[config.mk]
export PLATFORM = sky130hd
export DESIGN_NAME = perf_event_counters
export DESIGN_NICKNAME = d
export VERILOG_FILES = /design/src/design/event_counter_cell.v /design/src/design/perf_event_counters.v
export VERILOG_INCLUDE_DIRS = /design/src /design/src/design
export SDC_FILE = /design/constraint.sdc
export NUM_CORES = 1
export LEC_CHECK = 0
export BUFFER_PORTS_ARGS = -buffer_cell sky130_fd_sc_hd__buf_4
export CAP_MARGIN = 20
export CORE_ASPECT_RATIO = 0.5
export CORE_MARGIN = 2
export CORE_UTILIZATION = 30
export DETAILED_ROUTE_END_ITERATION = 16
export SLEW_MARGIN = 20
export SYNTH_ARGS = -nofsm -noshare
export SYNTH_HDL_FRONTEND = slang
export SYNTH_SLANG_ARGS = --single-unit
[constraint.sdc]
create_clock -name clk_i -period 10.14 [get_ports clk_i]
set_input_delay 0 -clock clk_i [delete_from_list [all_inputs] [get_ports clk_i]]
set_output_delay 0 -clock clk_i [all_outputs]
set_load 0.02 [all_outputs]
[src/design/perf_event_defs.vh]
// Constants for the event counter block: register numbers, field positions, event codes.
`ifndef PERF_EVENT_DEFS_VH
`define PERF_EVENT_DEFS_VH

// Special-purpose register numbers seen by the move instructions.
`define SPR_NUM_W          10
`define SPR_EVENT_ONE      10'h3B9
`define SPR_EVENT_TWO      10'h3BA
`define SPR_EVENT_THREE    10'h3BD
`define SPR_EVENT_FOUR     10'h3BE
`define SPR_MONITOR_CTL    10'h3B0

// Reset values.
`define COUNTER_RESET      32'h0000_0000
`define MONITOR_CTL_RESET  32'h0000_0000

// Monitor control register fields (bit 31 is the leftmost control bit).
`define CTL_IRQ_ENABLE     26
`define CTL_FREEZE         25
`define CTL_TB_SEL_HI      24
`define CTL_TB_SEL_LO      23
`define CTL_THRESH_HI      21
`define CTL_THRESH_LO      16
`define CTL_NEG_IRQ        14
`define CTL_SEL_ONE_HI     12
`define CTL_SEL_ONE_LO     6
`define CTL_SEL_TWO_HI     5
`define CTL_SEL_TWO_LO     0

// Time-base bit positions picked by selector values 0 to 3.
`define TB_BIT_SEL0        47
`define TB_BIT_SEL1        51
`define TB_BIT_SEL2        55
`define TB_BIT_SEL3        63

// Counter one event codes.
`define EV_HOLD            7'h00
`define EV_CYCLES          7'h01
`define EV_INSTR_DONE      7'h02
`define EV_TB_TRANS        7'h03
`define EV_DISPATCHED      7'h04
`define EV_ICACHE_MISS     7'h05
`define EV_DTLB_MISS       7'h06
`define EV_BR_MISPRED      7'h07
`define EV_RESERVE_REQ     7'h08
`define EV_LD_MISS_L2I     7'h09
`define EV_ST_MISS_L2I     7'h0A
`define EV_MTSPR_DISP      7'h0B
`define EV_BARRIER_DONE    7'h0C
`define EV_IO_BARRIER      7'h0D
`define EV_INT_DONE        7'h0E
`define EV_FP_DONE         7'h0F
`define EV_LSU_RESULT      7'h10
`define EV_SCIU_RESULT     7'h11
`define EV_FPU_RESULT      7'h12
`define EV_LSU_DISP        7'h13
`define EV_SCIU_DISP       7'h14
`define EV_FPU_DISP        7'h15
`define EV_SNOOP           7'h16
`define EV_LD_MISS         7'h17
`define EV_ST_MISS         7'h18
`define EV_BRU_IDLE        7'h19
`define EV_MCIU_IDLE       7'h1A
`define EV_L2_INTERVENE    7'h1C
`define EV_UNALIGNED_LD    7'h1D
`define EV_IBREAK_HIT      7'h1F

`endif

[src/design/event_counter_cell.v]
// One 32-bit event counter with a software load port.
`timescale 1ns/1ps
`default_nettype none
`include "perf_event_defs.vh"

module event_counter_cell (
  input  wire        clk_i,    // Core clock.
  input  wire        rstn_i,   // Asynchronous reset, active low.
  input  wire        load_i,   // Software write strobe.
  input  wire [31:0] load_val_i, // Value written by software.
  input  wire        run_i,    // Counting allowed this cycle.
  input  wire [2:0]  inc_i,    // Amount to add this cycle.
  output reg  [31:0] count_o   // Current count; bit 31 is the sign.
);

  // A software load wins over a count in the same cycle, so the written
  // value is never disturbed by a stray event.
  always @(posedge clk_i or negedge rstn_i) begin
    if (!rstn_i) begin
      count_o <= `COUNTER_RESET;
    end else if (load_i) begin
      count_o <= load_val_i;
    end else if (run_i) begin
      count_o <= count_o + {29'h0, inc_i};
    end
  end

endmodule // event_counter_cell
`default_nettype wire

[src/design/perf_event_counters.v]
// Four performance event counters with their monitor control register.
//
// What this block does
// - Four 32-bit counters; sign bit means negative.
// - Negative raises request only with both enables.
// - Request recorded; taken only when mask set.
// - Freeze bit stops all counters on interrupt.
// - Counters at register numbers 953, 954, 957, 958.
// - Count until interrupt with freeze bit set; one, two from control write, three, four from reset.
// - Select zero holds counter one.
// - Select one counts every clock.
// - Select two adds instructions completed.
// - Select three counts chosen time-base transitions.
// - Selects four-seven: dispatch, misses, mispredicts.
// - Select eight counts reservation requests.
// - Threshold load/store miss counts, intervention split.
// - Special-move, barrier, ordered-I/O barrier counts.
// - Integer and float completions added per cycle.
// - Result counts: load/store, simple integer, float.
// - Dispatch counts per execution unit.
// - Count all valid outside snoop requests.
// - Branch and multi-cycle unit idle cycles.
// - Count intervention signal assertions.
// - Unaligned loads and breakpoint hits.
// - Counter one selector is seven bits.
`timescale 1ns/1ps
`default_nettype none
`include "perf_event_defs.vh"

module perf_event_counters (
  input  wire        clk_i,                  // Core clock, 40 MHz.
  input  wire        rstn_i,                 // Asynchronous reset, active low.
  // Special-purpose register move port.
  input  wire        spr_wr_i,               // Move-to strobe, one cycle.
  input  wire        spr_rd_i,               // Move-from strobe, one cycle.
  input  wire [9:0]  spr_num_i,              // Register number.
  input  wire [31:0] spr_wdata_i,            // Data for a move-to.
  output reg  [31:0] spr_rdata_o,            // Data for a move-from.
  output reg         spr_rvalid_o,           // Read data valid, one cycle.
  // Core state.
  input  wire        external_irq_mask_bit_i, // Core accepts interrupts.
  input  wire [63:0] timebase_i,             // Core time base.
  // Pipeline event sources, all on the core clock.
  input  wire [2:0]  instr_completed_i,      // Instructions completed this cycle.
  input  wire [2:0]  int_completed_i,        // Integer completions, no loads/stores.
  input  wire [2:0]  fp_completed_i,         // Float completions, no loads/stores.
  input  wire [2:0]  instr_dispatched_i,     // Instructions dispatched this cycle.
  input  wire        icache_miss_i,          // Instruction cache miss.
  input  wire        dtlb_miss_i,            // Data translation buffer miss.
  input  wire        br_mispredict_i,        // Mispredict fixed in execute.
  input  wire        reserve_req_i,          // Load-and-reserve ready in load/store unit.
  input  wire        ld_miss_i,              // Data cache load miss done.
  input  wire        st_miss_i,              // Data cache store miss done.
  input  wire        miss_l2_intervened_i,   // That miss saw lateral cache intervention.
  input  wire [7:0]  miss_latency_i,         // Latency of that miss in cycles.
  input  wire        mtspr_dispatched_i,     // Special move dispatched.
  input  wire        barrier_done_i,         // Memory barrier completed.
  input  wire        io_barrier_done_i,      // Ordered-I/O barrier completed.
  input  wire        load_store_unit_result_i,      // Load/store unit result.
  input  wire        second_simple_int_unit_result_i, // Simple integer unit result.
  input  wire        floating_point_unit_result_i,  // Float unit result.
  input  wire        load_store_unit_disp_i,        // Dispatched to load/store unit.
  input  wire        second_simple_int_unit_disp_i, // Dispatched to simple integer unit.
  input  wire        floating_point_unit_disp_i,    // Dispatched to float unit.
  input  wire        branch_unit_idle_i,     // Branch unit idle this cycle.
  input  wire        multicycle_int_unit_idle_i, // Multi-cycle integer unit idle.
  input  wire        unaligned_load_i,       // Unaligned load seen.
  input  wire        ibreak_hit_i,           // Instruction breakpoint hit.
  input  wire        counter_two_event_i,    // Pre-selected event for counter two.
  input  wire        counter_three_event_i,  // Pre-selected event for counter three.
  input  wire        counter_four_event_i,   // Pre-selected event for counter four.
  // Pins from outside the core clock domain.
  input  wire        snoop_valid_i,          // Valid outside snoop request.
  input  wire        l2_intervention_signal_i, // Lateral cache intervention pin.
  // Interrupt and status.
  output reg         monitor_irq_o,          // Monitor interrupt taken by the core.
  output reg         irq_pending_o           // Interrupt condition recorded.
);

  // Control register and its decoded fields.
  // Bit 31 is the leftmost control bit.
  reg  [31:0] monitor_control_reg_r;  // Software-written monitor control.
  wire        monitor_irq_enable;     // Global monitor interrupt enable.
  wire        counter_negative_irq_ctl; // Counter-negative interrupt control.
  wire        freeze_on_interrupt;    // Stop counting once an interrupt occurs.
  wire [1:0]  timebase_bit_selector;  // Picks the time-base bit to watch.
  wire [5:0]  threshold;              // Miss latency threshold, units of four.
  wire [6:0]  sel_one;                // Counter one event select.
  wire [5:0]  sel_two;                // Counter two select; non-zero enables it.

  assign monitor_irq_enable       = monitor_control_reg_r[`CTL_IRQ_ENABLE];
  assign counter_negative_irq_ctl = monitor_control_reg_r[`CTL_NEG_IRQ];
  assign freeze_on_interrupt      = monitor_control_reg_r[`CTL_FREEZE];
  assign timebase_bit_selector    = monitor_control_reg_r[`CTL_TB_SEL_HI:`CTL_TB_SEL_LO];
  assign threshold                = monitor_control_reg_r[`CTL_THRESH_HI:`CTL_THRESH_LO];
  assign sel_one                  = monitor_control_reg_r[`CTL_SEL_ONE_HI:`CTL_SEL_ONE_LO];
  assign sel_two                  = monitor_control_reg_r[`CTL_SEL_TWO_HI:`CTL_SEL_TWO_LO];

  // Register decode of the move port.
  // Unmapped move-to numbers are ignored.
  wire wr_one;   // Move-to counter one.
  wire wr_two;   // Move-to counter two.
  wire wr_three; // Move-to counter three.
  wire wr_four;  // Move-to counter four.
  wire wr_ctl;   // Move-to monitor control.

  assign wr_one   = spr_wr_i && (spr_num_i == `SPR_EVENT_ONE);
  assign wr_two   = spr_wr_i && (spr_num_i == `SPR_EVENT_TWO);
  assign wr_three = spr_wr_i && (spr_num_i == `SPR_EVENT_THREE);
  assign wr_four  = spr_wr_i && (spr_num_i == `SPR_EVENT_FOUR);
  assign wr_ctl   = spr_wr_i && (spr_num_i == `SPR_MONITOR_CTL);

  // Two-flop synchronisers for the outside pins; only the second stage is read.
  // The pins are asynchronous to the core clock.
  reg [1:0] snoop_sync_r;   // Snoop request synchroniser.
  reg [1:0] l2i_sync_r;     // Intervention pin synchroniser.
  reg       l2i_prev_r;     // Last synchronised intervention level.

  // Pins pass two flops before any logic, then the intervention pin is edge detected.
  always @(posedge clk_i or negedge rstn_i) begin
    if (!rstn_i) begin
      snoop_sync_r <= 2'h0;
      l2i_sync_r   <= 2'h0;
      l2i_prev_r   <= 1'b0;
    end else begin
      snoop_sync_r <= {snoop_sync_r[0], snoop_valid_i};
      l2i_sync_r   <= {l2i_sync_r[0], l2_intervention_signal_i};
      l2i_prev_r   <= l2i_sync_r[1];
    end
  end

  // Counting an assertion, not a level, so a long intervention counts once.
  // The snoop pin, by contrast, counts per cycle.
  wire l2i_rise; // New assertion of the intervention pin.
  assign l2i_rise = l2i_sync_r[1] && !l2i_prev_r;

  // Time-base transition detector.
  // Rising and falling changes both count.
  reg  tb_bit;        // Currently selected time-base bit.
  reg  tb_prev_r;     // Its value one cycle earlier.

  // Selector values 0 to 3 pick bits 47, 51, 55, 63 counted from the left.
  always @* begin
    case (timebase_bit_selector)
      2'h0:    tb_bit = timebase_i[63-`TB_BIT_SEL0];
      2'h1:    tb_bit = timebase_i[63-`TB_BIT_SEL1];
      2'h2:    tb_bit = timebase_i[63-`TB_BIT_SEL2];
      default: tb_bit = timebase_i[63-`TB_BIT_SEL3];
    endcase
  end

  // Remember the selected bit; a change of selector may show as one extra transition.
  // A bit high just after reset adds no count; counter one holds until a control write selects it.
  always @(posedge clk_i or negedge rstn_i) begin
    if (!rstn_i) begin
      tb_prev_r <= 1'b0;
    end else begin
      tb_prev_r <= tb_bit;
    end
  end

  // Miss latency compare; the threshold field counts in steps of four cycles.
  // Only latencies strictly above it count.
  wire [7:0] thresh_cycles; // Threshold in cycles.
  wire       over_thresh;   // The current miss ran longer than the threshold.
  wire       ld_l2i;        // Long load miss with intervention.
  wire       st_l2i;        // Long store miss with intervention.
  wire       ld_plain;      // Long load miss without intervention.
  wire       st_plain;      // Long store miss without intervention.

  assign thresh_cycles = {threshold, 2'h0};
  assign over_thresh   = miss_latency_i > thresh_cycles;
  assign ld_l2i   = ld_miss_i && over_thresh && miss_l2_intervened_i;
  assign st_l2i   = st_miss_i && over_thresh && miss_l2_intervened_i;
  assign ld_plain = ld_miss_i && over_thresh && !miss_l2_intervened_i;
  assign st_plain = st_miss_i && over_thresh && !miss_l2_intervened_i;

  // Counter one increment chosen by its event select.
  // At most seven per cycle fits the 3-bit add.
  reg [2:0] inc_one; // Amount added to counter one this cycle.

  // Unlisted codes fall to the default and hold the counter like code zero.
  // Code 0x0A is the store twin of code 0x09.
  always @* begin
    case (sel_one)
      `EV_HOLD:         inc_one = 3'h0;
      `EV_CYCLES:       inc_one = 3'h1;
      `EV_INSTR_DONE:   inc_one = instr_completed_i;
      `EV_TB_TRANS:     inc_one = {2'h0, tb_bit ^ tb_prev_r};
      `EV_DISPATCHED:   inc_one = instr_dispatched_i;
      `EV_ICACHE_MISS:  inc_one = {2'h0, icache_miss_i};
      `EV_DTLB_MISS:    inc_one = {2'h0, dtlb_miss_i};
      `EV_BR_MISPRED:   inc_one = {2'h0, br_mispredict_i};
      `EV_RESERVE_REQ:  inc_one = {2'h0, reserve_req_i};
      `EV_LD_MISS_L2I:  inc_one = {2'h0, ld_l2i};
      `EV_ST_MISS_L2I:  inc_one = {2'h0, st_l2i};
      `EV_MTSPR_DISP:   inc_one = {2'h0, mtspr_dispatched_i};
      `EV_BARRIER_DONE: inc_one = {2'h0, barrier_done_i};
      `EV_IO_BARRIER:   inc_one = {2'h0, io_barrier_done_i};
      `EV_INT_DONE:     inc_one = int_completed_i;
      `EV_FP_DONE:      inc_one = fp_completed_i;
      `EV_LSU_RESULT:   inc_one = {2'h0, load_store_unit_result_i};
      `EV_SCIU_RESULT:  inc_one = {2'h0, second_simple_int_unit_result_i};
      `EV_FPU_RESULT:   inc_one = {2'h0, floating_point_unit_result_i};
      `EV_LSU_DISP:     inc_one = {2'h0, load_store_unit_disp_i};
      `EV_SCIU_DISP:    inc_one = {2'h0, second_simple_int_unit_disp_i};
      `EV_FPU_DISP:     inc_one = {2'h0, floating_point_unit_disp_i};
      `EV_SNOOP:        inc_one = {2'h0, snoop_sync_r[1]};
      `EV_LD_MISS:      inc_one = {2'h0, ld_plain};
      `EV_ST_MISS:      inc_one = {2'h0, st_plain};
      `EV_BRU_IDLE:     inc_one = {2'h0, branch_unit_idle_i};
      `EV_MCIU_IDLE:    inc_one = {2'h0, multicycle_int_unit_idle_i};
      `EV_L2_INTERVENE: inc_one = {2'h0, l2i_rise};
      `EV_UNALIGNED_LD: inc_one = {2'h0, unaligned_load_i};
      `EV_IBREAK_HIT:   inc_one = {2'h0, ibreak_hit_i};
      default:          inc_one = 3'h0;
    endcase
  end

  // Counter values and the run gate shared by all four.
  // Freeze off: counters run past an interrupt.
  wire [31:0] cnt_one;   // Counter one value.
  wire [31:0] cnt_two;   // Counter two value.
  wire [31:0] cnt_three; // Counter three value.
  wire [31:0] cnt_four;  // Counter four value.
  reg         irq_pending_r; // Interrupt condition recorded.
  wire        run;           // All counters may advance.

  // Counting runs from reset until an interrupt, when freezing is on.
  // Counter two also needs a non-zero select.
  assign run = !(freeze_on_interrupt && irq_pending_r);

  // Counter one counts the selected event.
  event_counter_cell u_cnt_one (
    .clk_i      (clk_i),
    .rstn_i     (rstn_i),
    .load_i     (wr_one),
    .load_val_i (spr_wdata_i),
    .run_i      (run),
    .inc_i      (inc_one),
    .count_o    (cnt_one)
  );

  // Counter two counts its pre-selected event.
  event_counter_cell u_cnt_two (
    .clk_i      (clk_i),
    .rstn_i     (rstn_i),
    .load_i     (wr_two),
    .load_val_i (spr_wdata_i),
    .run_i      (run && (sel_two != 6'h00)),
    .inc_i      ({2'h0, counter_two_event_i}),
    .count_o    (cnt_two)
  );

  // Counters three and four need no select; they stop only on the shared freeze gate.
  event_counter_cell u_cnt_three (
    .clk_i      (clk_i),
    .rstn_i     (rstn_i),
    .load_i     (wr_three),
    .load_val_i (spr_wdata_i),
    .run_i      (run),
    .inc_i      ({2'h0, counter_three_event_i}),
    .count_o    (cnt_three)
  );

  event_counter_cell u_cnt_four (
    .clk_i      (clk_i),
    .rstn_i     (rstn_i),
    .load_i     (wr_four),
    .load_val_i (spr_wdata_i),
    .run_i      (run),
    .inc_i      ({2'h0, counter_four_event_i}),
    .count_o    (cnt_four)
  );

  // Any counter with its sign bit set is negative.
  // One shared negative control covers all four.
  wire any_negative; // At least one counter is at or above 0x8000_0000.
  wire irq_set;      // A new interrupt condition this cycle.

  assign any_negative = cnt_one[31] | cnt_two[31] | cnt_three[31] | cnt_four[31];
  assign irq_set = any_negative && counter_negative_irq_ctl && monitor_irq_enable;

  // Control register write, and the recorded condition it clears.
  // A fresh condition in the cycle of a control write still wins, so no
  // interrupt is lost; software must clear the negative counter first.
  // A control write can restart a frozen count.
  always @(posedge clk_i or negedge rstn_i) begin
    if (!rstn_i) begin
      monitor_control_reg_r <= `MONITOR_CTL_RESET;
      irq_pending_r         <= 1'b0;
    end else begin
      if (wr_ctl) begin
        monitor_control_reg_r <= spr_wdata_i;
      end
      if (irq_set) begin
        irq_pending_r <= 1'b1;
      end else if (wr_ctl) begin
        irq_pending_r <= 1'b0;
      end
    end
  end

  // The core only sees the request while its external mask bit is set;
  // the recorded condition waits here meanwhile.
  // Registering keeps the request glitch-free.
  always @(posedge clk_i or negedge rstn_i) begin
    if (!rstn_i) begin
      monitor_irq_o <= 1'b0;
      irq_pending_o <= 1'b0;
    end else begin
      monitor_irq_o <= irq_pending_r && external_irq_mask_bit_i;
      irq_pending_o <= irq_pending_r;
    end
  end

  // Move-from answers one cycle after the strobe; unknown numbers read zero.
  // A same-cycle write is seen on the next read.
  always @(posedge clk_i or negedge rstn_i) begin
    if (!rstn_i) begin
      spr_rdata_o  <= 32'h0000_0000;
      spr_rvalid_o <= 1'b0;
    end else begin
      spr_rvalid_o <= spr_rd_i;
      if (spr_rd_i) begin
        case (spr_num_i)
          `SPR_EVENT_ONE:   spr_rdata_o <= cnt_one;
          `SPR_EVENT_TWO:   spr_rdata_o <= cnt_two;
          `SPR_EVENT_THREE: spr_rdata_o <= cnt_three;
          `SPR_EVENT_FOUR:  spr_rdata_o <= cnt_four;
          `SPR_MONITOR_CTL: spr_rdata_o <= monitor_control_reg_r;
          default:          spr_rdata_o <= 32'h0000_0000;
        endcase
      end
    end
  end

endmodule // perf_event_counters
`default_nettype wire

After elaboration in Yosys (flattened, before gate mapping)

Cells that the tools add are included.

Bits in registers: 202
Output and inout bits: 35
Logic and storage cells: 99

$add $sub $neg: 4
$lt $le $gt $ge: 1
Equal/unequal tests: 39
Muxes and demuxes: 13
Bitwise logic cells: 4
Reduce and logical (&&, ||, !) cells: 24

Operator list:

| cell                                                 | count |
|---|---|
| 2-to-1 mux 32 bit                                    | 8 |
| one-hot mux 32 bit (5 select lines)                  | 1 |
| equality test 7 x 5 -> 1 bit (second input constant) | 14 |
| adder 32 x 1 -> 32 bit                               | 3 |
| one-hot mux 3 bit (29 select lines)                  | 1 |
| equality test 7 x 4 -> 1 bit (second input constant) | 8 |
| equality test 10 bit (second input constant)         | 5 |
| adder 32 x 3 -> 32 bit                               | 1 |
| equality test 7 x 3 -> 1 bit (second input constant) | 4 |
| logical AND 1 bit                                    | 17 |
| equality test 7 x 2 -> 1 bit (second input constant) | 2 |
| > comparator 8 bit                                   | 1 |
| equality test 7 x 1 -> 1 bit (second input constant) | 1 |
| != test 2 x 1 -> 1 bit (second input constant)       | 3 |
| nonzero test 6 bit                                   | 1 |
| nonzero test 2 bit                                   | 2 |
| logical NOT 1 bit                                    | 3 |
| bitwise OR 1 bit                                     | 3 |
| one-hot mux 1 bit (3 select lines)                   | 1 |
| equality test 2 x 1 -> 1 bit (second input constant) | 1 |
| equality test 2 bit (second input constant)          | 1 |
| logical NOT 2 bit                                    | 1 |
| 2-to-1 mux 1 bit                                     | 2 |
| bitwise XOR 1 bit                                    | 1 |

Longest topological paths before layout

Gate-level depths: netlist of the first run.

Depth in word-level cells: 7
Gate-level depth with buffers: 17
Depth with buffers taken out: 17

By module

Synthesis of the first run repeated with hierarchy kept, for this count alone.

Cell total of the unflattened synthesis: 1357
Area total of the unflattened synthesis: 12454.4 sq um

By module, submodules not included:

| module                              | instances | cells each | area each (sq um) | seq. area each (sq um) |
|---|---|---|---|---|
| event_counter_cell (u_cnt_four ...) | 3         | 248        | 2102.0            | 800.8 |
| perf_event_counters                 | 1         | 386        | 4157.7            | 1851.8 |
| event_counter_cell (u_cnt_one)      | 1         | 227        | 1990.7            | 800.8 |

Least setup slack after synthesis of the first run

OpenSTA, ideal clock, no wires.

Path kind: register to register
Start: reg monitor_control_reg_r[10]
End: reg u_cnt_one.count_o[16]
Library setup time: 0.077 ns
Data arrival time: 3.287 ns
Required time: 10.063 ns
Slack: 6.776 ns
Stages on the path, launching flop included: 17
Cell sequence: dfrtp_1 buf_2 or4b_4 nor2_1 or3_1 a221oi_1 a211o_1 nand4_1 ha_1 inv_1 fa_1 nand2b_1 a211oi_2 and3_1 nand3_1 xor2_1 a21oi_1

Longest elaborated chain between the ends: 5

RTL lines:

| item                                                 | RTL line                  | text |
|---|---|---|
| start: declaration                                   | perf_event_counters.v:82  | `reg [31:0] monitor_control_reg_r;` |
| start signal: assignment                             | perf_event_counters.v:290 | `` monitor_control_reg_r <= `MONITOR_CTL_RESET; `` |
| start signal: assignment                             | perf_event_counters.v:294 | `monitor_control_reg_r <= spr_wdata_i;` |
| equality test 7 x 5 -> 1 bit (tied with other cells) | perf_event_counters.v:185 | `case (sel_one)` |
| one-hot mux 3 bit (29 select lines) *                | perf_event_counters.v:185 |  |
| adder 32 x 3 -> 32 bit *                             | event_counter_cell.v:24   | `count_o <= count_o + {29'h0, inc_i};` |
| 2-to-1 mux 32 bit *                                  | event_counter_cell.v:23   | `end else if (run_i) begin` |
| 2-to-1 mux 32 bit *                                  | event_counter_cell.v:21   | `end else if (load_i) begin` |
| end signal: assignment                               | event_counter_cell.v:20   | `` count_o <= `COUNTER_RESET; `` |
| end signal: assignment                               | event_counter_cell.v:22   | `count_o <= load_val_i;` |
| end signal: assignment                               | event_counter_cell.v:24   |  |
| end: declaration                                     | event_counter_cell.v:13   | `output reg [31:0] count_o` |

Mark *: on every way between the ends. The rest lies on a longest branch, timed or not. The select of a mux whose other input is x is not followed.
A chain may end at the register's enable or synchronous reset.

Final worst setup path of the first run

Start: reg monitor_control_reg_r[9]
End: reg u_cnt_one.count_o[16]

Same word-level chain as after synthesis.

==> impl_metrics.yaml, run 1 <==
power_and_ir_drop:
  swShare_pct: 26.4
  finalPower_w: 0.00203
  p_sw_w: 0.000537
  power_density_mw_per_mm2: 144
  cellInternalPower_w: 0.00149
  seq_power_share_pct: 46.2
  power_leakage_nw: 5.90
  clkPwrFrac_pct: 41.0
  comb_power_share_pct: 12.8
  ir_worst_vdd_mv: 0.115
sta:
  maxSlewViolCount: 0
  hold_viol_final: 0
  finalSetupTns_ps: 0
  fmax_mhz: 249
  worstMarginPinSlew_ps: 998
  clock_skew_ps: 19.0
  finalSetupViolCount: 0
  grt_setup_unrepaired: "false"
  maxSlewHeadroom_pct: 33.5
  final_period_minus_worst_setup_slack_ps: 4020
  min_period_over_period_pct: 39.6
finish:
  nets: 1566
  area_growth_pct: 22.5
  drive_gt1_share_pct: 17.8
logic_synthesis:
  synthArstFlopShare_pct: 100
  syn_nets: 1431
  synth_area_per_cell_um2: 9.17
  synthTopCellsByArea: "dfrtp_1 (44%), nor2_1 (4.9%), nand2_1 (4.7%)"
  synth_commonest_cells: "dfrtp_1 (202), nor2_1 (151), nand2_1 (146), a21oi_1 (99), o21ai_0 (78)"
  synth_top_area_cell: "dfrtp_1"
  ys_seq_elements: 202
  synth_cell_types: 68
  synth_most_common_cell: "dfrtp_1"
  synth_edf_count: 0
  yosysSeqAreaShare_pct: 43.8
  netlist_instances: 1259
  netlist_area_mm2: 0.0115
  synthFlopType: "dfrtp_1"
  synth_top_area_share_pct: 43.8
  yosys_warnings: 0
worst_setup_path:
  endpoint_kind: "flop"
  cp.required_ps: 10490
  ff2ff_setup_slack_ps: 6120
  cp-start-kind: "flop"
  criticalPathCategory: "flop to flop"
  arrival_ps: 4360
  worst-path-max-fanout: 18
run:
  maxCapViolations: 0
detailed_routing:
  dr.pass1.iters: 6
  routed_wl_um: 36700
  drt_iter0_markers: 903
  dr_total_vias: 9956
  post-route-drc-count: 0
  viasPerCell: 5.16
  drtAntennaViolNets: 0
  wire_per_inst_um: 19.1
placed_design:
  gp_congestion: 0.878
  io_buffers: 130
  hpwl_um: 25800
cts:
  numCtsBuffers: 22
  clk_latency_ps: 510
  clock-root-buffer: "clkbuf_16"
  h-tree-depth: 1
  cts_sinks: 202
  clkTransAtPathRegs_ps: 60
  cts_tree: "yes"
  clock_path_buffers: 3
global_route:
  antenna_found_initial: 1
  grt_pass1_vias: 9572
  track_usage_pct: 18.4
  overflow: 0
  grt_pass1_wl_um: 56900
  grt_max_degree: 126
floorplanning:
  dieHeight_um: 143
  pin_count: 191
  die_w_um: 281
  rows: 50
  dieArea_mm2: 0.0402
  core_mm2: 0.0377
  initial_core_util_pct: 30.7
status:
  status: "finished clean"
worst_hold_path:
  hold_class: "input pin to flop"
[metrics by stage]
stage / cell area, um2 / worst slack, ps / cells / hold WS, ps / utilization (%)
after floorplan: 11500 / 6780 / 1259 / -296 / -
after global placement: 12900 / 6100 / 1847 / 112 / 34.4
after detailed placement: 12900 / 6140 / 1847 / 111 / 34.4
after CTS: 14100 / 6100 / 1926 / 127 / 37.5
after global routing: 14100 / 5860 / 1928 / 175 / 37.6
final: 14100 / 6120 / 1928 / 144 / 37.6
[worst paths after layout]
kind	start	to	cells after the start
setup / recovery	monitor_control_reg_r[9]	u_cnt_one.count_o[16]	14
hold / removal	counter_two_event_i	u_cnt_two.count_o[1]	5
setup reg to reg	monitor_control_reg_r[9]	u_cnt_one.count_o[16]	14
hold reg to reg	l2i_sync_r[0]	l2i_sync_r[1]	0
max in group asynchronous	rstn_i	u_cnt_two.count_o[25]	4
min in group asynchronous	rstn_i	u_cnt_four.count_o[7]	2
[power groups by stage]
stage                     Sequential, W  Clock (W)  Combinational, W
after floorplan                0.000943          0          0.000125
after global placement         0.000950          0          0.000236
after detailed placement       0.000952          0          0.000242
after CTS                      0.000938   0.000847          0.000258
after global routing           0.000949   0.000879          0.000290
final                          0.000940   0.000833          0.000260
[timing repair]
action / 4_1_cts / 5_1_grt
endpoints found under the hold margin: 289 / 0
gates resized for setup: 0 / 0
hold buffers: 42 / 0
buffers inserted: 0 / 0
[layout by cell type (no fill, tap or decap), types with 4 or more instances in the layout]
cell type        n
a21oi_1         99
a221oi_1        23
a22oi_1         44
a31oi_1         16
and2_1           8
and3_1          23
and4_1           4
buf_4          138
clkbuf_16       23
clkbuf_8         6
dfrtp_1        202
dlygate4sd3_1   42
ha_1            15
inv_1           20
mux2_2          11
mux2_4          29
mux2i_1          5
nand2_1        145
nand3_1         50
nand4_1         28
nor2_1         151
nor2b_1          5
nor3_1          23
nor4_1           7
o21ai_0         78
o21ai_1         12
or3_1            6
xnor2_1         60
xor2_1          59
[registers in the layout, indices dropped and copies added, names as in the netlist]
signal / flops
u_cnt_four.count_o: 32
monitor_irq_o: 1
snoop_sync_r: 2
u_cnt_two.count_o: 32
spr_rdata_o: 32
l2i_prev_r: 1
irq_pending_o: 1
spr_rvalid_o: 1
u_cnt_three.count_o: 32
u_cnt_one.count_o: 32
l2i_sync_r: 2
monitor_control_reg_r: 32
irq_pending_r: 1
tb_prev_r: 1
[cell type report]
type / count / area (um2)
Fill cell: 3808 / 23500
Multi-Input combinational cell: 966 / 6110
Sequential cell: 202 / 5050
Timing Repair Buffer: 182 / 1500
Clock buffer: 31 / 666
Tap cell: 520 / 651
Clock inverter: 6 / 82.6
Inverter: 20 / 75.1
Antenna cell: 1 / 2.50
[worst max-delay path, cell delays in order (launching register included)]
cell      delay [ps]
dfrtp_1          600
nor3_1           490
nand2_1          100
o211a_1          210
a211o_1          250
nand4_1          160
ha_1             190
inv_1             60
fa_1             400
nand2b_1         210
a211oi_2         560
and3_1           310
nand3_1          110
xor2_1           140
a21oi_1           80
[logic make-up (layout without fill, tap and decap cells)]
logic type	count (synthesis)	count (layout)	synth area share [%]
AOI/OAI and AO/OA	289	289	15.0
muxes	47	47	5.67
xor gates and xnor gates	119	119	9.02
and+or+nand+nor	495	495	21.2
adders and majority gates	16	16	1.80
buffers and inverters	91	239	3.50
other	0	1	0
DFF	202	202	43.8
[metal layers]
metal / part of all wire [%] / vias to the layer above / global-route usage [%]
met4: 2.0 / 0 / 3.92
met5: 0 / - / 0
met1: 47 / 4881 / 27.1
met3: 7.2 / 49 / 2.78
met2: 44 / 291 / 28.4
li1: - / 4735 / -
(Power assumes the default switching activity.)
==> run 2, diff against run 1 <==
Clock period 10.14 ns to 3.4 ns, I/O delays scaled along.
==> run 2 against run 1 <==
  * The run now ends with negative setup slack left
  * Register-to-register slack lost 6100 ps
  * Clock skew grew 6.0 ps
  * Cell count grew 2.1%
  * Global-route usage grew 0.59 points
  * Via count grew 1.5%
  * Worst hold slack lost 93 ps
  * Sequential power grew to 3.0 times the previous value
  * Non-clock buffer count grew 35
  * Count of clock-buffer cells in the layout shrank 2
==> impl_metrics.yaml, run 2 (synthesis gave the netlist of run 1 again) <==
worst_setup_path:
  critPathMaxStageDelay_ps: 580
  crit_family: "simple AND/OR/NAND/NOR gates"
  r2r_start: "monitor_control_reg_r[23]"
  worst_r2r_endpoint: "u_cnt_one.count_o[16]"
  worstSetupEndpoint: "u_cnt_one.count_o[16]"
  worstPathCellList: "mux4_2 > xor2_2 > nand3_1 > a211o_1 > nand4_1 > ha_2 > inv_2 > fa_2 > nand2b_4 > a211oi_4 > and3_4 > nand3_2 > xor2_1 > a21oi_1"
  endpoint_kind: "flop"
  cp.depth: 14
  ff2ff_setup_slack_ps: -1
  cp-start-kind: "flop"
  startpoint: "monitor_control_reg_r[23]"
  criticalPathCategory: "flop to flop"
  cp.required_ps: 3800
  arrival_ps: 3800
  worst-path-max-fanout: 3
  r2r_cells: 14
  crit_buf_inv: 1
  cpMaxStageDelayCell: "mux4_2"
finish:
  final_cell_area_mm2: 0.0145
  nets: 1603
  n_fill_cell: 3813
  area_growth_pct: 25.9
  final_common_cell: "dfrtp_1"
  diodes: 0
  layout_common_cells: "dfrtp_1 (202), buf_4 (171), nor2_1 (149)"
  drive_gt1_share_pct: 20.9
sta:
  grt_setup_unrepaired: "true"
  hold_viol_final: 0
  clock_skew_ps: 25.0
  min_period_over_period_pct: 100
  finalSetupViolCount: 1
  worstMarginPinSlew_ps: 983
  fmax_mhz: 294
  final_period_minus_worst_setup_slack_ps: 3400
  maxSlewHeadroom_pct: 33.9
  worst_slack_ps: -1.00
  maxSlewViolCount: 0
global_route:
  track_usage_pct: 19.0
  antenna_found_initial: 0
  grt_pass1_vias: 9785
  overflow: 0
  grt_max_degree: 82
  grt_pass1_wl_um: 58200
power_and_ir_drop:
  power_leakage_nw: 6.12
  finalPower_w: 0.00630
  power_density_mw_per_mm2: 433
  ir_worst_vdd_mv: 0.251
worst_hold_path:
  hold_class: "input pin to async pin"
cts:
  h-tree-depth: 1
  cts_sinks: 202
  clk_latency_ps: 540
  clkTransAtPathRegs_ps: 60
  clock-root-buffer: "clkbuf_16"
  cts_tree: "yes"
  numCtsBuffers: 24
  clock_path_buffers: 3
detailed_routing:
  drtAntennaViolNets: 0
  wire_per_inst_um: 19.3
  post-route-drc-count: 0
  drt_iter0_markers: 865
  dr.pass1.iters: 5
  routed_wl_um: 38100
  dr_total_vias: 10100
  viasPerCell: 5.13
floorplanning:
  dieArea_mm2: 0.0402
  pin_count: 191
  core_mm2: 0.0377
  rows: 50
  dieHeight_um: 143
  initial_core_util_pct: 30.7
  die_w_um: 281
placed_design:
  io_buffers: 130
  placed_cell_area_mm2: 0.0132
  gp_congestion: 0.887
  hpwl_um: 27100
  post-place-ws_ps: -103
run:
  maxCapViolations: 0
status:
  failed_checks: "negative setup slack"
  status: "finished, violations left"
[run 2: changes by cell type in the layout (fill, tap and decap cells not counted), moves of 2 or more]
cell	delta
buf_4	+33
buf_6	+2
clkbuf_8	-3
clkinv_2	+3
inv_6	+2
nand2_2	+2
nor2_1	-2
nor2_2	+2
[run 2: worst min path at each step]
| stage | startpoint | endpoint | slack [ps] | cells after the start |
|---|---|---|---|---|
| 5_1_grt | counter_two_event_i | u_cnt_two.count_o[1] | 110 | 5 |
| 4_1_cts | counter_two_event_i | u_cnt_two.count_o[1] | 50 | 5 |
| 3_3_place_gp | rstn_i | u_cnt_four.count_o[6] | 100 | 1 |
| 2_1_floorplan | rstn_i | irq_pending_o | -300 | 0 |
| 3_5_place_dp | rstn_i | u_cnt_four.count_o[7] | 100 | 1 |
| 6_report | rstn_i | u_cnt_four.count_o[8] | 50 | 2 |
[run 2: metrics by stage]
stage / hold slack, ps / cells / setup TNS, ps / utilization [%]
final: 50.5 / 1969 / -1.00 / 38.6
after global routing: 113 / 1969 / -1210 / 38.6
after CTS: 54.9 / 1965 / 0 / 38.4
after detailed placement: 100 / 1878 / -563 / 35.0
after global placement: 102 / 1878 / -223 / 35.0
after floorplan: -296 / 1259 / 0 / -
[run 2: what timing repair did]
item                                    in CTS  in global routing
pin swaps                                    3                 18
setup buffers                                1                  4
hold endpoints to repair                   242                  0
hold buffers                                42                  0
resized for setup                            7                 11
endpoints found under the setup margin       9                 18
[run 2: cell type report]
| class | count | area [um2] | area share [%] |
|---|---|---|---|
| inverters | 20 | 75.1 | 0.516 |
| clock inverters | 15 | 181 | 1.25 |
| multi-input cells | 966 | 6170 | 42.5 |
| clock buffers | 29 | 639 | 4.40 |
| repair buffers | 217 | 1760 | 12.1 |
| well taps | 520 | 651 | 4.48 |
| flip-flops and latches | 202 | 5050 | 34.8 |
[run 2: report_power, final]
| group | total, W | switching, W | internal, W | leakage (nW) |
|---|---|---|---|---|
| clock | 0.00270 | 0.00111 | 0.00159 | 0.406 |
| sequential | 0.00280 | 0.000220 | 0.00259 | 2.70 |
| combinational | 0.000798 | 0.000424 | 0.000375 | 3.01 |
[run 2: worst reg2reg max path: stages, from the launching register on]
cell and delay [ps]:
dfrtp_1 360, mux4_2 580, xor2_2 170, nand3_1 90, a211o_1 260, nand4_1 110, ha_2 210, inv_2 40
fa_2 400, nand2b_4 170, a211oi_4 320, and3_4 260, nand3_2 80, xor2_1 160, a21oi_1 80
[run 2: metal layers]
| metal | track usage [%] | vias up | wire length (um) | part of all wire [%] |
|---|---|---|---|---|
| met5 | 0 | - | 0 | 0 |
| met4 | 3.78 | 0 | 639 | 1.7 |
| met3 | 3.53 | 41 | 2650 | 7.0 |
| met2 | 29.9 | 306 | 17100 | 45 |
| met1 | 27.1 | 4934 | 17600 | 46 |
| li1 | - | 4820 | - | - |
==> run 3, diff against run 2 <==
==> constraint.sdc (replaced) <==
create_clock -name clk_i -period 3.4 [get_ports clk_i]
set_input_delay 0.34 -clock clk_i [delete_from_list [all_inputs] [get_ports clk_i]]
set_output_delay 0.34 -clock clk_i [all_outputs]
set_load 0.02 [all_outputs]
==> run 3 against run 2 <==
  * The run now ends clean
  * Global-route usage is 0.30 points lower
  * Die area stayed put
  * Total power is 0.62% higher
  * Via count is 0.95% lower
  * Highest routed layer unchanged
  * Combinational power is 5.6% lower
  * First-iteration DRC count is 14% higher
  * Register-to-register slack better by 70 ps
  * Sequential power hardly changed
  * Count of clock-buffer cells in the layout is 3 higher
  * Critical path depth stayed put
==> impl_metrics.yaml, run 3 (synthesis gave the netlist of run 1 again) <==
worst_setup_path:
  endpoint_kind: "flop"
  r2r_cells: 14
  startpoint: "monitor_control_reg_r[23]"
  criticalPathCategory: "flop to flop"
  worst-path-max-fanout: 3
  cp-start-kind: "flop"
  ff2ff_setup_slack_ps: 70
  r2r_start: "monitor_control_reg_r[23]"
  worst_r2r_endpoint: "u_cnt_one.count_o[16]"
  arrival_ps: 3700
  worstSetupEndpoint: "u_cnt_one.count_o[16]"
  cp.required_ps: 3770
floorplanning:
  rows: 50
  core_mm2: 0.0377
  pin_count: 191
  initial_core_util_pct: 30.7
  die_w_um: 281
  dieHeight_um: 143
  dieArea_mm2: 0.0402
placed_design:
  hpwl_um: 27500
  placed_cell_area_mm2: 0.0133
  io_buffers: 130
  dp.cells: 1886
  gp_congestion: 0.872
power_and_ir_drop:
  power_leakage_nw: 5.99
  power_density_mw_per_mm2: 446
  ir_worst_vdd_mv: 0.392
finish:
  area_growth_pct: 23.1
  n_fill_cell: 3855
  final_common_cell: "dfrtp_1"
  nets: 1568
  final_cells: 1932
  diodes: 0
  layout_common_cells: "dfrtp_1 (202), buf_4 (175), nor2_1 (149)"
  drive_gt1_share_pct: 21.6
  final_cell_area_mm2: 0.0142
global_route:
  grt_pass1_vias: 9641
  grt_max_degree: 69
  overflow: 0
  grt_pass1_wl_um: 57700
  track_usage_pct: 18.7
  antenna_found_initial: 2
detailed_routing:
  viasPerCell: 5.18
  dr.pass1.iters: 5
  routed_wl_um: 37300
  wire_per_inst_um: 19.3
  drtAntennaViolNets: 0
  drt_iter0_markers: 984
  post-route-drc-count: 0
  dr_total_vias: 10000
cts:
  cts_tree: "yes"
  clock-root-buffer: "clkbuf_16"
  cts_sinks: 202
  clock_path_buffers: 3
  clkTransAtPathRegs_ps: 60
  numCtsBuffers: 23
  clk_latency_ps: 520
  h-tree-depth: 1
sta:
  final_period_minus_worst_setup_slack_ps: 3330
  finalSetupViolCount: 0
  worstMarginPinSlew_ps: 901
  grt_setup_unrepaired: "true"
  clock_skew_ps: 15.2
  min_period_over_period_pct: 98.0
  fmax_mhz: 300
  maxSlewViolCount: 0
  hold_viol_final: 0
  maxSlewHeadroom_pct: 39.7
status:
  status: "finished clean"
worst_hold_path:
  hold_depth: 2
  hold_class: "input pin to flop"
run:
  maxCapViolations: 0
run 3: layer usage:
metal	GRT usage (%)	routed length, um	up-vias	share of wire, %
met1	28.0	17400	4900	47
met3	2.23	2610	47	7.0
li1	-	-	4736	-
met4	3.70	736	0	2.0
met5	0	0	-	0
met2	28.8	16600	322	44
run 3: layout make-up:
type | count | area (um2) | area share (%)
Tap cell | 520 | 651 | 4.58
Multi-Input combinational cell | 966 | 6160 | 43.3
Sequential cell | 202 | 5050 | 35.6
Clock buffer | 32 | 689 | 4.85
Clock inverter | 9 | 161 | 1.14
Timing Repair Buffer | 183 | 1430 | 10.0
Inverter | 20 | 75.1 | 0.528
run 3: critical path, stage by stage (launching register included):
cell,delay (ps)
dfrtp_1,370
mux4_2,580
xor2_2,190
nand3_1,90
a211o_1,290
nand4_1,140
ha_2,220
inv_2,40
fa_2,340
nand2b_4,170
a211oi_4,240
and3_4,240
nand3_2,80
xor2_1,140
a21oi_1,80
run 3: where the power goes:
| group | total [W] | internal (W) | switching, W |
|---|---|---|---|
| logic | 0.000753 | 0.000340 | 0.000413 |
| registers | 0.00280 | 0.00258 | 0.000216 |
| clock network | 0.00279 | 0.00172 | 0.00106 |
run 3: how the worst min path moves through the flow:
| stage | endpoint | slack, ps | startpoint |
|---|---|---|---|
| 2_1_floorplan | irq_pending_o | 40 | rstn_i |
| 3_3_place_gp | snoop_sync_r[1] | 350 | snoop_sync_r[0] |
| 3_5_place_dp | snoop_sync_r[1] | 350 | snoop_sync_r[0] |
| 4_1_cts | monitor_irq_o | 70 | external_irq_mask_bit_i |
| 5_1_grt | monitor_irq_o | 90 | external_irq_mask_bit_i |
| 6_report | monitor_irq_o | 70 | external_irq_mask_bit_i |
run 3: metrics by stage:
step           util, %  hold WS, ps  setup slack (ps)  total power (W)  TNS [ps]
4_1_cts           37.7         71.5              18.8          0.00638         0
6_report          37.8         72.5              68.5          0.00634         0
3_5_place_dp      35.2          354              -183          0.00358     -1660
3_3_place_gp      35.2          346              -131          0.00356      -859
2_1_floorplan        -         44.4              35.6          0.00318         0
5_1_grt           37.8         86.2              -138          0.00659      -955
run 3: what timing repair did:
| item | 4_1_cts | 5_1_grt |
|---|---|---|
| setup buffers | 1 | 1 |
| endpoints found under the setup margin | 12 | 13 |
| hold buffers | 3 | 0 |
| hold endpoints to repair | 65 | 0 |
| resized for setup | 5 | 8 |
| pin swaps | 3 | 4 |
